<file path="config.mk">
export PLATFORM = sky130hd
export DESIGN_NAME = cca_top
export DESIGN_NICKNAME = d
export VERILOG_FILES = /design/src/core/cca_pkg.sv /design/src/core/cca_top.sv /design/src/core/cca_module.sv
export SDC_FILE = /design/constraint.sdc
export NUM_CORES = 1
export LEC_CHECK = 0
export BUFFER_PORTS_ARGS = -buffer_cell sky130_fd_sc_hd__clkbuf_2
export CAP_MARGIN = 20
export CELL_PAD_IN_SITES_DETAIL_PLACEMENT = 0
export CELL_PAD_IN_SITES_GLOBAL_PLACEMENT = 1
export CORE_MARGIN = 2
export CORE_UTILIZATION = 44
export CTS_BUF_LIST = sky130_fd_sc_hd__clkbuf_2 sky130_fd_sc_hd__clkbuf_4 sky130_fd_sc_hd__clkbuf_8
export DETAILED_ROUTE_END_ITERATION = 6
export GPL_TIMING_DRIVEN = 0
export MAX_ROUTING_LAYER = met4
export PLACE_DENSITY_LB_ADDON = 0.1
export SETUP_SLACK_MARGIN = 0.02
export SLEW_MARGIN = 40
export SYNTH_ARGS = -nofsm -noshare
export SYNTH_HDL_FRONTEND = slang
export SYNTH_SLANG_ARGS = --single-unit
</file>
<file path="constraint.sdc">
create_clock -name i_clk -period 2.8 [get_ports i_clk]
set_clock_uncertainty 0.15 [all_clocks]
set_input_delay 0.56 -clock i_clk [delete_from_list [all_inputs] [get_ports i_clk]]
set_output_delay 0.56 -clock i_clk [all_outputs]
set_load 0.01 [all_outputs]
</file>
<file path="src/core/cca_pkg.sv">
`default_nettype none
package cca_pkg;

    // ****************************************
    // register byte addresses
    // ****************************************
    localparam logic [5:0] CCA_OFF_MODE = 6'h00;
    localparam logic [5:0] CCA_OFF_CTRL = 6'h04;
    localparam logic [5:0] CCA_OFF_CNT_LO = 6'h08;
    localparam logic [5:0] CCA_OFF_CNT_HI = 6'h0c;
    localparam logic [5:0] CCA_OFF_MOD0_MODE = 6'h10;
    localparam logic [5:0] CCA_OFF_MOD1_MODE = 6'h14;
    localparam logic [5:0] CCA_OFF_CMP0_LO = 6'h18;
    localparam logic [5:0] CCA_OFF_CMP0_HI = 6'h1c;
    localparam logic [5:0] CCA_OFF_CMP1_LO = 6'h20;
    localparam logic [5:0] CCA_OFF_CMP1_HI = 6'h24;

    // ****************************************
    // field positions
    // ****************************************
    localparam int CCA_MODE_IDLE_STOP = 7;
    localparam int CCA_MODE_SRC_HI = 2;
    localparam int CCA_MODE_SRC_LO = 1;
    localparam int CCA_MODE_OVF_IRQ_EN = 0;
    localparam int CCA_CTRL_OVF_FLAG = 7;
    localparam int CCA_CTRL_RUN = 6;
    localparam int CCA_CTRL_MOD1_FLAG = 1;
    localparam int CCA_CTRL_MOD0_FLAG = 0;

    // ****************************************
    // source select codes
    // ****************************************
    localparam logic [1:0] CCA_SRC_DIV6 = 2'h0;
    localparam logic [1:0] CCA_SRC_DIV2 = 2'h1;
    localparam logic [1:0] CCA_SRC_T0OVF = 2'h2;
    localparam logic [1:0] CCA_SRC_EXT = 2'h3;

    // ****************************************
    // reset values and counts
    // ****************************************
    localparam logic [7:0] CCA_RST_BYTE = 8'h00;
    localparam logic [15:0] CCA_RST_WORD = 16'h0000;
    localparam logic [2:0] CCA_DIV6_LAST = 3'h5;
    localparam logic [15:0] CCA_CNT_TOP = 16'hffff;
    localparam logic [7:0] CCA_LO_WRAP = 8'h00;

    // module mode register layout, bit 7 reserved
    typedef struct packed {
        logic rsvd;
        logic compare_enable_bit;
        logic capture_rising_bit;
        logic capture_falling_bit;
        logic flag_on_match_bit;
        logic toggle_on_match_bit;
        logic pwm_bit;
        logic module_event_irq_enable;
    } cca_mode_s;

    localparam cca_mode_s CCA_RST_MODE = '0;

    typedef enum logic [1:0] {
        CCA_BUS_IDLE = 2'b01,
        CCA_BUS_ACK = 2'b10
    } cca_bus_e;

endpackage
`default_nettype wire

</file>
<file path="src/core/cca_top.sv">
`timescale 1ns/1ns
`default_nettype none
module cca_top (
    input wire logic i_clk,
    input wire logic i_sys_rst,
    input wire logic [5:0] i_avs_address,
    input wire logic i_avs_read,
    input wire logic i_avs_write,
    input wire logic [31:0] i_avs_writedata,
    input wire logic [3:0] i_avs_byteenable,
    output logic [31:0] o_avs_readdata,
    output logic o_avs_waitrequest,
    input wire logic i_cpu_idle,
    input wire logic i_timer0_ovf,
    input wire logic [2:0] i_port_in,
    input wire logic [2:0] i_gpio_out,
    input wire logic [2:0] i_gpio_oe,
    output logic [2:0] o_port_out,
    output logic [2:0] o_port_oe,
    output logic o_irq
);

    // ****************************************
    // bus handshake
    // ****************************************
    cca_pkg::cca_bus_e bus_r;
    cca_pkg::cca_bus_e bus_nxt;
    logic req;
    logic wr_fire;
    logic [31:0] rdata_r;
    logic [7:0] rbyte;

    assign req = i_avs_read | i_avs_write;

    always_comb begin
        bus_nxt = bus_r;
        case (bus_r)
            cca_pkg::CCA_BUS_IDLE: begin
                if (req) begin
                    bus_nxt = cca_pkg::CCA_BUS_ACK;
                end
            end
            cca_pkg::CCA_BUS_ACK: begin
                bus_nxt = cca_pkg::CCA_BUS_IDLE;
            end
            default: begin
                bus_nxt = cca_pkg::CCA_BUS_IDLE;
            end
        endcase
    end

    always_ff @(posedge i_clk) begin
        if (i_sys_rst) begin
            bus_r <= cca_pkg::CCA_BUS_IDLE;
        end else begin
            bus_r <= bus_nxt;
        end
    end

    // one wait cycle so read data comes from a flip-flop
    assign o_avs_waitrequest = req & (bus_r != cca_pkg::CCA_BUS_ACK);
    assign wr_fire = i_avs_write & (bus_r == cca_pkg::CCA_BUS_ACK);

    function automatic logic wr_hit(input logic fire, input logic [5:0] addr,
                                    input logic be0, input logic [5:0] off);
        wr_hit = fire & be0 & (addr == off);
    endfunction

    logic wr_mode;
    logic wr_ctrl;
    logic wr_cnt_lo;
    logic wr_cnt_hi;
    logic wr_m0;
    logic wr_m1;
    logic wr_c0_lo;
    logic wr_c0_hi;
    logic wr_c1_lo;
    logic wr_c1_hi;
    logic [7:0] wbyte;

    assign wbyte = i_avs_writedata[7:0];
    assign wr_mode = wr_hit(wr_fire, i_avs_address, i_avs_byteenable[0], cca_pkg::CCA_OFF_MODE);
    assign wr_ctrl = wr_hit(wr_fire, i_avs_address, i_avs_byteenable[0], cca_pkg::CCA_OFF_CTRL);
    assign wr_cnt_lo = wr_hit(wr_fire, i_avs_address, i_avs_byteenable[0],
                              cca_pkg::CCA_OFF_CNT_LO);
    assign wr_cnt_hi = wr_hit(wr_fire, i_avs_address, i_avs_byteenable[0],
                              cca_pkg::CCA_OFF_CNT_HI);
    assign wr_m0 = wr_hit(wr_fire, i_avs_address, i_avs_byteenable[0],
                          cca_pkg::CCA_OFF_MOD0_MODE);
    assign wr_m1 = wr_hit(wr_fire, i_avs_address, i_avs_byteenable[0],
                          cca_pkg::CCA_OFF_MOD1_MODE);
    assign wr_c0_lo = wr_hit(wr_fire, i_avs_address, i_avs_byteenable[0],
                             cca_pkg::CCA_OFF_CMP0_LO);
    assign wr_c0_hi = wr_hit(wr_fire, i_avs_address, i_avs_byteenable[0],
                             cca_pkg::CCA_OFF_CMP0_HI);
    assign wr_c1_lo = wr_hit(wr_fire, i_avs_address, i_avs_byteenable[0],
                             cca_pkg::CCA_OFF_CMP1_LO);
    assign wr_c1_hi = wr_hit(wr_fire, i_avs_address, i_avs_byteenable[0],
                             cca_pkg::CCA_OFF_CMP1_HI);

    // ****************************************
    // mode and control registers
    // ****************************************
    logic idle_stop_r;
    logic [1:0] src_r;
    logic ovf_irq_en_r;
    logic run_r;
    logic ovf_flag_r;
    logic [1:0] mod_flag_r;
    cca_pkg::cca_mode_s mode0_r;
    cca_pkg::cca_mode_s mode1_r;

    always_ff @(posedge i_clk) begin
        if (i_sys_rst) begin
            idle_stop_r <= 1'b0;
            src_r <= cca_pkg::CCA_SRC_DIV6;
            ovf_irq_en_r <= 1'b0;
        end else if (wr_mode) begin
            idle_stop_r <= wbyte[cca_pkg::CCA_MODE_IDLE_STOP];
            src_r <= wbyte[cca_pkg::CCA_MODE_SRC_HI:cca_pkg::CCA_MODE_SRC_LO];
            ovf_irq_en_r <= wbyte[cca_pkg::CCA_MODE_OVF_IRQ_EN];
        end
    end

    always_ff @(posedge i_clk) begin
        if (i_sys_rst) begin
            mode0_r <= cca_pkg::CCA_RST_MODE;
            mode1_r <= cca_pkg::CCA_RST_MODE;
        end else begin
            if (wr_m0) begin
                mode0_r <= cca_pkg::cca_mode_s'({1'b0, wbyte[6:0]});
            end
            if (wr_m1) begin
                mode1_r <= cca_pkg::cca_mode_s'({1'b0, wbyte[6:0]});
            end
        end
    end

    always_ff @(posedge i_clk) begin
        if (i_sys_rst) begin
            run_r <= 1'b0;
        end else if (wr_ctrl) begin
            run_r <= wbyte[cca_pkg::CCA_CTRL_RUN];
        end
    end

    // ****************************************
    // count source selection
    // ****************************************
    logic [2:0] div6_r;
    logic div2_r;
    logic ext_s1_r;
    logic ext_s2_r;
    logic ext_prev_r;
    logic ext_rise;
    logic tick;

    always_ff @(posedge i_clk) begin
        if (i_sys_rst) begin
            div6_r <= 3'h0;
            div2_r <= 1'b0;
        end else begin
            div6_r <= (div6_r == cca_pkg::CCA_DIV6_LAST) ? 3'h0 : div6_r + 3'h1;
            div2_r <= ~div2_r;
        end
    end

    always_ff @(posedge i_clk) begin
        if (i_sys_rst) begin
            ext_s1_r <= 1'b0;
            ext_s2_r <= 1'b0;
            ext_prev_r <= 1'b0;
        end else begin
            ext_s1_r <= i_port_in[0];
            ext_s2_r <= ext_s1_r;
            ext_prev_r <= ext_s2_r;
        end
    end

    // pin must toggle below half the clock to be counted reliably
    assign ext_rise = ext_s2_r & ~ext_prev_r;

    always_comb begin
        case (src_r)
            cca_pkg::CCA_SRC_DIV6: tick = (div6_r == cca_pkg::CCA_DIV6_LAST);
            cca_pkg::CCA_SRC_DIV2: tick = div2_r;
            cca_pkg::CCA_SRC_T0OVF: tick = i_timer0_ovf;
            default: tick = ext_rise;
        endcase
    end

    // ****************************************
    // shared time base
    // ****************************************
    logic [15:0] count_r;
    logic step_r;
    logic advance;
    logic rollover;

    assign advance = tick & run_r & ~(idle_stop_r & i_cpu_idle);
    assign rollover = advance & ~(wr_cnt_lo | wr_cnt_hi) & (count_r == cca_pkg::CCA_CNT_TOP);

    always_ff @(posedge i_clk) begin
        if (i_sys_rst) begin
            count_r <= cca_pkg::CCA_RST_WORD;
        end else if (wr_cnt_lo | wr_cnt_hi) begin
            if (wr_cnt_lo) begin
                count_r[7:0] <= wbyte;
            end
            if (wr_cnt_hi) begin
                count_r[15:8] <= wbyte;
            end
        end else if (advance) begin
            count_r <= count_r + 16'h0001;
        end
    end

    always_ff @(posedge i_clk) begin
        if (i_sys_rst) begin
            step_r <= 1'b0;
        end else begin
            step_r <= advance & ~(wr_cnt_lo | wr_cnt_hi);
        end
    end

    // ****************************************
    // compare / capture modules
    // ****************************************
    logic [15:0] cmp0;
    logic [15:0] cmp1;
    logic ev0;
    logic ev1;
    logic pin0_out;
    logic pin1_out;

    cca_module u_mod0 (
        .i_clk(i_clk),
        .i_sys_rst(i_sys_rst),
        .i_mode(mode0_r),
        .i_count(count_r),
        .i_cnt_step(step_r),
        .i_pin_in(i_port_in[1]),
        .i_cmp_wr_lo(wr_c0_lo),
        .i_cmp_wr_hi(wr_c0_hi),
        .i_wdata(wbyte),
        .o_cmp(cmp0),
        .o_event(ev0),
        .o_pin_out(pin0_out)
    );

    cca_module u_mod1 (
        .i_clk(i_clk),
        .i_sys_rst(i_sys_rst),
        .i_mode(mode1_r),
        .i_count(count_r),
        .i_cnt_step(step_r),
        .i_pin_in(i_port_in[2]),
        .i_cmp_wr_lo(wr_c1_lo),
        .i_cmp_wr_hi(wr_c1_hi),
        .i_wdata(wbyte),
        .o_cmp(cmp1),
        .o_event(ev1),
        .o_pin_out(pin1_out)
    );

    // ****************************************
    // flags, hardware set wins over a write
    // ****************************************
    always_ff @(posedge i_clk) begin
        if (i_sys_rst) begin
            ovf_flag_r <= 1'b0;
            mod_flag_r <= 2'h0;
        end else begin
            if (rollover) begin
                ovf_flag_r <= 1'b1;
            end else if (wr_ctrl) begin
                ovf_flag_r <= wbyte[cca_pkg::CCA_CTRL_OVF_FLAG];
            end
            if (ev0) begin
                mod_flag_r[0] <= 1'b1;
            end else if (wr_ctrl) begin
                mod_flag_r[0] <= wbyte[cca_pkg::CCA_CTRL_MOD0_FLAG];
            end
            if (ev1) begin
                mod_flag_r[1] <= 1'b1;
            end else if (wr_ctrl) begin
                mod_flag_r[1] <= wbyte[cca_pkg::CCA_CTRL_MOD1_FLAG];
            end
        end
    end

    logic irq_r;

    always_ff @(posedge i_clk) begin
        if (i_sys_rst) begin
            irq_r <= 1'b0;
        end else begin
            irq_r <= (ovf_flag_r & ovf_irq_en_r) |
                     (mod_flag_r[0] & mode0_r.module_event_irq_enable) |
                     (mod_flag_r[1] & mode1_r.module_event_irq_enable);
        end
    end

    assign o_irq = irq_r;

    // ****************************************
    // port pin sharing
    // ****************************************
    logic [2:0] arr_drv;
    logic [2:0] arr_in;
    logic [2:0] arr_val;

    // output use takes the pin even if capture is also enabled
    assign arr_drv = {mode1_r.toggle_on_match_bit | mode1_r.pwm_bit,
                      mode0_r.toggle_on_match_bit | mode0_r.pwm_bit,
                      1'b0};
    assign arr_in = {mode1_r.capture_rising_bit | mode1_r.capture_falling_bit,
                     mode0_r.capture_rising_bit | mode0_r.capture_falling_bit,
                     src_r == cca_pkg::CCA_SRC_EXT};
    assign arr_val = {pin1_out, pin0_out, 1'b0};

    always_comb begin
        for (int i = 0; i < 3; i++) begin
            if (arr_drv[i]) begin
                o_port_out[i] = arr_val[i];
                o_port_oe[i] = 1'b1;
            end else if (arr_in[i]) begin
                o_port_out[i] = 1'b0;
                o_port_oe[i] = 1'b0;
            end else begin
                o_port_out[i] = i_gpio_out[i];
                o_port_oe[i] = i_gpio_oe[i];
            end
        end
    end

    // ****************************************
    // read data
    // ****************************************
    always_comb begin
        rbyte = cca_pkg::CCA_RST_BYTE;
        if (i_avs_address == cca_pkg::CCA_OFF_MODE) begin
            rbyte = {idle_stop_r, 4'h0, src_r, ovf_irq_en_r};
        end else if (i_avs_address == cca_pkg::CCA_OFF_CTRL) begin
            rbyte = {ovf_flag_r, run_r, 4'h0, mod_flag_r};
        end else if (i_avs_address == cca_pkg::CCA_OFF_CNT_LO) begin
            rbyte = count_r[7:0];
        end else if (i_avs_address == cca_pkg::CCA_OFF_CNT_HI) begin
            rbyte = count_r[15:8];
        end else if (i_avs_address == cca_pkg::CCA_OFF_MOD0_MODE) begin
            rbyte = mode0_r;
        end else if (i_avs_address == cca_pkg::CCA_OFF_MOD1_MODE) begin
            rbyte = mode1_r;
        end else if (i_avs_address == cca_pkg::CCA_OFF_CMP0_LO) begin
            rbyte = cmp0[7:0];
        end else if (i_avs_address == cca_pkg::CCA_OFF_CMP0_HI) begin
            rbyte = cmp0[15:8];
        end else if (i_avs_address == cca_pkg::CCA_OFF_CMP1_LO) begin
            rbyte = cmp1[7:0];
        end else if (i_avs_address == cca_pkg::CCA_OFF_CMP1_HI) begin
            rbyte = cmp1[15:8];
        end
    end

    always_ff @(posedge i_clk) begin
        if (i_sys_rst) begin
            rdata_r <= 32'h0000_0000;
        end else if (i_avs_read & (bus_r == cca_pkg::CCA_BUS_IDLE)) begin
            rdata_r <= {24'h00_0000, rbyte};
        end
    end

    assign o_avs_readdata = rdata_r;

endmodule
`default_nettype wire

</file>
<file path="src/core/cca_module.sv">
`timescale 1ns/1ns
`default_nettype none
module cca_module (
    input wire logic i_clk,
    input wire logic i_sys_rst,
    input wire cca_pkg::cca_mode_s i_mode,
    input wire logic [15:0] i_count,
    input wire logic i_cnt_step,
    input wire logic i_pin_in,
    input wire logic i_cmp_wr_lo,
    input wire logic i_cmp_wr_hi,
    input wire logic [7:0] i_wdata,
    output logic [15:0] o_cmp,
    output logic o_event,
    output logic o_pin_out
);

    // ****************************************
    // pin synchroniser and edge detect
    // ****************************************
    logic sync1_r;
    logic sync2_r;
    logic prev_r;
    logic rise;
    logic fall;
    logic capture;
    logic match;
    logic [15:0] cmp_r;
    logic out_r;

    always_ff @(posedge i_clk) begin
        if (i_sys_rst) begin
            sync1_r <= 1'b0;
            sync2_r <= 1'b0;
            prev_r <= 1'b0;
        end else begin
            sync1_r <= i_pin_in;
            sync2_r <= sync1_r;
            prev_r <= sync2_r;
        end
    end

    assign rise = sync2_r & ~prev_r;
    assign fall = ~sync2_r & prev_r;
    assign capture = (rise & i_mode.capture_rising_bit) |
                     (fall & i_mode.capture_falling_bit);

    // match only on a fresh count, else a slow time base flags every cycle
    assign match = i_mode.compare_enable_bit & i_cnt_step & (i_count == cmp_r);

    // ****************************************
    // compare / capture register
    // ****************************************
    always_ff @(posedge i_clk) begin
        if (i_sys_rst) begin
            cmp_r <= cca_pkg::CCA_RST_WORD;
        end else if (capture) begin
            cmp_r <= i_count;
        end else if (i_mode.pwm_bit & i_cnt_step & (i_count[7:0] == cca_pkg::CCA_LO_WRAP)) begin
            cmp_r[7:0] <= cmp_r[15:8];
        end else begin
            if (i_cmp_wr_lo) begin
                cmp_r[7:0] <= i_wdata;
            end
            if (i_cmp_wr_hi) begin
                cmp_r[15:8] <= i_wdata;
            end
        end
    end

    assign o_cmp = cmp_r;
    assign o_event = capture | (match & i_mode.flag_on_match_bit);

    // ****************************************
    // output pin
    // ****************************************
    always_ff @(posedge i_clk) begin
        if (i_sys_rst) begin
            out_r <= 1'b0;
        end else if (i_mode.pwm_bit & i_mode.compare_enable_bit) begin
            out_r <= (i_count[7:0] >= cmp_r[7:0]);
        end else if (match & i_mode.toggle_on_match_bit) begin
            out_r <= ~out_r;
        end
    end

    assign o_pin_out = out_r;

endmodule
`default_nettype wire

</file>
# --- After elaboration in Yosys (flattened, before gate mapping) ---
# Index checks and enable logic that the tools add are counted.
op_classes:
  bitwise: 68
  order_cmp: 2
  reduce_logical: 19
  n_mux: 45
  addsub: 2
  n_eq_ne: 23
op_table:
  columns: ["operator", "count"]
  rows:
  - ["8-bit 2-to-1 mux", 20]
  - ["16-bit 2-to-1 mux", 4]
  - ["1-bit bitwise AND", 45]
  - ["16-bit == test", 2]
  - ["6-bit by 5-bit == test with 1-bit output (second input constant)", 4]
  - ["1-bit 2-to-1 mux", 20]
  - ["16-bit by 1-bit adder with 16-bit output (second input constant)", 1]
  - ["16-bit == test (second input constant)", 1]
  - ["8-bit greater-or-equal comparator", 2]
  - ["2-bit nonzero test", 8]
  - ["6-bit by 4-bit == test with 1-bit output (second input constant)", 2]
  - ["6-bit == test (second input constant)", 2]
  - ["1-bit bitwise OR", 12]
  - ["1-bit NOT", 11]
  - ["8-bit zero test", 1]
  - ["2-bit AND reduction", 4]
  - ["2-bit == test (second input constant)", 3]
  - ["6-bit by 3-bit == test with 1-bit output (second input constant)", 1]
  - ["6-bit zero test", 1]
  - ["2-bit inequality test (second input constant)", 3]
  - ["3-bit nonzero test", 2]
  - ["2-bit by 1-bit == test with 1-bit output (second input constant)", 2]
  - ["2-bit by 1-bit inequality test with 1-bit output (second input constant)", 2]
  - ["2-bit OR reduction", 2]
  - ["4 further kinds", 4]
word_totals:
  reg_bits: 97

# --- Longest topological paths before layout ---
logic_depth:
  word_depth: 11
  depth_mapped: 9

# --- Cells and area by module ---
# A second synthesis with hierarchy kept.
hier_totals:
  hier_cells: 805
  area_unflattened_um2: 6555.0
by_module_without_submodules:
  columns: ["module", "area_per_inst_um2", "instances", "seq_area_each_um2", "cells_per_inst"]
  rows:
  - ["cca_top", 3837.4, 1, 1141.1, 477]
  - ["cca_module", 1358.8, 2, 400.4, 164]

# --- Least setup slack after synthesis ---
# No wires, ideal clock.
synth_path:
  kind: "in2reg"
  start: "input port i_avs_address[1]"
  end: "register u_mod1.cmp_r[0], in the netlist u_mod1.o_cmp[0]"
  stages: 6
  required_ps: 2518
  slack_ps: 445
  path_buffers: 1
  t_arrival_ps: 2073
  cell_sequence: "or4b_1 > or4_1 > and3b_1 > buf_2 > a22oi_1 > a21oi_1"
synth_via:
  elab_chain_len: 3
synth_rtl:
  columns: ["item", "line", "source"]
  rows:
  - ["from (decl)", "cca_top.sv:6", "input wire logic [5:0] i_avs_address,"]
  - ["6-bit == test", "cca_top.sv:66", "wr_hit = fire & be0 & (addr == off);"]
  - ["1-bit bitwise AND", "cca_top.sv:66", null]
  - ["3-bit nonzero test (no source line)", null, null]
  - ["to (signal assigned)", "cca_module.sv:56", "cmp_r <= cca_pkg::CCA_RST_WORD;"]
  - ["to (signal assigned)", "cca_module.sv:58", "cmp_r <= i_count;"]
  - ["to (signal assigned)", "cca_module.sv:60", "cmp_r[7:0] <= cmp_r[15:8];"]
  - ["to (decl)", "cca_module.sv:28", "logic [15:0] cmp_r;"]
# Every way passes these cells.
# A chain may end at the register's enable or synchronous reset.

# --- Worst setup path in the final report ---
layout_path:
  start: "register count_r[7]"
  end: "register count_r[13]"
layout_via:
  elab_chain_len: 3
layout_rtl:
  columns: ["item", "line", "source"]
  rows:
  - ["from (decl)", "cca_top.sv:195", "logic [15:0] count_r;"]
  - ["from (signal assigned)", "cca_top.sv:205", "count_r <= cca_pkg::CCA_RST_WORD;"]
  - ["from (signal assigned)", "cca_top.sv:208", "count_r[7:0] <= wbyte;"]
  - ["from (signal assigned)", "cca_top.sv:214", "count_r <= count_r + 16'h0001;"]
  - ["16-bit by 1-bit adder with 16-bit output", "cca_top.sv:214", null]
  - ["16-bit 2-to-1 mux", "cca_top.sv:213", "end else if (advance) begin"]
  - ["16-bit 2-to-1 mux", "cca_top.sv:206", "end else if (wr_cnt_lo | wr_cnt_hi) begin"]
# Every way passes these cells. The select of a mux whose other input is x is not followed.

==> results.cfg <==
[status]
status = completed

[timing]
timing.fmax_mhz = 382.2
finalSetupViolations = 0
period_share = 0.9344
grt_setup_unrepaired = no
finalHoldViolCount = 0
report.final.slew_viol_count = 0
period_needed_ps = 2616
max-slew-margin-rel = 0.4052
tightest_slew_ps = 892.2
finalSetupTns_ps = 0

[clock_tree]
root_buffer = clkbuf_8
ctsHtreeMaxLevel = 3
cts_sinks = 97
cts_tree = yes
ctsHoldBuffers = 0
clk_latency_ps = 400
clk_path_buf_depth = 2
cts_made_buffers = 9
path_clk_slew_ps = 110

[pwr]
p_leak_nw = 2.818
total_power_w = 0.002715
vdd_drop_max_mv = 0.2174
pwr_density_cell_nw_per_um2 = 390.1

[floorplan]
coreArea_um2 = 13830
die_h_um = 122.6
dieArea_um2 = 15030
initial_utilization = 0.4477
pin_count = 97
die_x_um = 122.6
num_rows = 43

[layout]
fin_cells = 983
final_util = 0.5032
diodes = 0
finalNetCount = 875
final_cell_area_um2 = 6958
layout-drive-gt1-share = 0.1856
final_common_cell = dfxtp_1
synthToLayoutAreaGrowth_pct = 12.41
mostFrequentLayoutCells = 95 x dfxtp_1, 65 x nor2_1, 62 x mux2i_1

[drt]
vias = 5933
wl_um = 23010
drc = 0
dr.pass1.iters = 7
wire_per_inst_um = 23.41
drt.antenna.violating_nets = 0
drt-initial-drc-count = 523
vias_per_cell = 6.036

[yosys]
syn_area_um2 = 6190
ys.warnings.count = 0
synth-seq-cells = 97
syn-instance-count = 724
synth-edff-count = 0
synth_async_sr_flop_share = 0
synth.area.top_cells = dfxtp_1 31%, mux2i_1 10%, ha_1 4.0%, nor2_1 3.9%, a211oi_1 3.9%
avgSynthCellArea_um2 = 8.549
synth_cell_types = 76
synth_flop_cell = dfxtp_1
ys_seq_area_frac = 0.3137
synth_top_area_share = 0.3137
post-synth-top-area-cell = dfxtp_1

[grt]
grt_pass1_vias = 5519
grt_max_degree = 19
grt_overflow = 0
grt_pass1_wl_um = 34190
antenna_found_initial = 0
grt_use_total = 0.3227

[hold_path]
hold_path_class = in2reg

[place]
dp.cells = 965
dpl-instance-area_um2 = 6713
routabilityCongestion = 0.9778
dp.final_hpwl_um = 16730
io_buffer_count = 38

[setup_path]
cp_max_fo = 10
cp.required_ps = 2920
max_stage_delay_ps = 720
r2r_slack_ps = 180
cp-end-kind = flop
path_cells = nand2_1 -> nor4_2 -> clkbuf_2 -> a21o_1 -> a21oi_1 -> nor4_1
worstPathArrival_ps = 2740
cp-start-kind = flop
path_class = reg2reg
cpMaxStageDelayCell = dfxtp_1

[run]
cap_violations = 0
## report_power, final
part | total [W] | internal, W | switching [W]
Sequential | 0.00141 | 0.00140 | 0.0000113
Clock | 0.00101 | 0.000431 | 0.000583
Combinational | 0.000294 | 0.000109 | 0.000184
## synthesized netlist by cell type (all sizes together) (5+ instances only)
master / n
o32ai: 5
mux2: 21
a21oi: 39
a21o: 9
nor2: 66
buf: 48
inv: 28
a211oi: 33
xor2: 17
o22ai: 15
nor3: 23
nor4: 14
nor2b: 14
ha: 20
o31ai: 5
o21ai: 13
a31oi: 7
dfxtp: 97
nand2: 37
nand4: 13
clkbuf: 31
and3: 5
nand3: 14
mux2i: 62
a22oi: 10
nand2b: 14
## registers in the layout (all words and copies together), names as in the netlist, 2 cells and up
register        count
bus_r               2
div6_r              3
mod_flag_r          2
src_r               2
count_r            16
u_mod1.o_cmp       16
mode1_r             7
mode0_r             7
o_avs_readdata      8
u_mod0.o_cmp       16
## layout make-up
class	instances	area, um2
clock buffer	9	123.9
timing repair buffer	40	205.2
clock inverter	7	83.83
tap	180	225.2
fill	1360	6869
inverter	28	105.1
sequential	97	1944
multi-input combinational	543	3840
buffer	79	430.4
## layer usage
layer | wire length, um | vias up | GRT usage
met2 | 10230 | 264 | 0.4701
li1 | - | 2761 | -
met1 | 10330 | 2859 | 0.4467
met4 | 858 | 0 | 0.1430
met3 | 1599 | 49 | 0.04043
met5 | 0 | - | -
## path summary, 6_finish.rpt
path	from	to	cells past startpoint
max reg2reg	count_r[7]	count_r[13]	6
max	count_r[7]	count_r[13]	6
min reg2reg	div2_r	div2_r	1
min	i_port_in[1]	u_mod0.sync1_r	2
## critical path: cells and delay by family, from the launching register on
kind / cells / cell delay (ps)
buffers and inverters: 1 / 310
and+or+nand+nor: 3 / 1100
AOI/OAI and AO/OA: 2 / 200
DFF: 1 / 720
## cells by family (layout without fill, tap and decap cells)
kind of cell,Yosys count,after routing,share of synthesized area
compound gates,174,174,0.2007
xor+xnor,17,17,0.02405
fa+ha+maj,20,20,0.04043
buf+inv,107,163,0.08611
flops,97,97,0.3137
mux,85,85,0.1457
other cells,1,24,0.0006058
simple gates,223,223,0.1886
## per-stage QoR
stage	setup slack [ps]	hold slack [ps]
after floorplan	444.5	243.3
after global placement	-455.2	253.9
after detailed placement	-62.62	275.1
after CTS	68.24	206.6
after global routing	106.9	228.6
final	183.8	212.7
## repair_timing
action / in CTS / in global routing
resized for setup: 1 / 7
endpoints found under the setup margin: 1 / 21
pin swaps: 0 / 1
buffers inserted: 0 / 2
(Power assumes the default switching activity.)
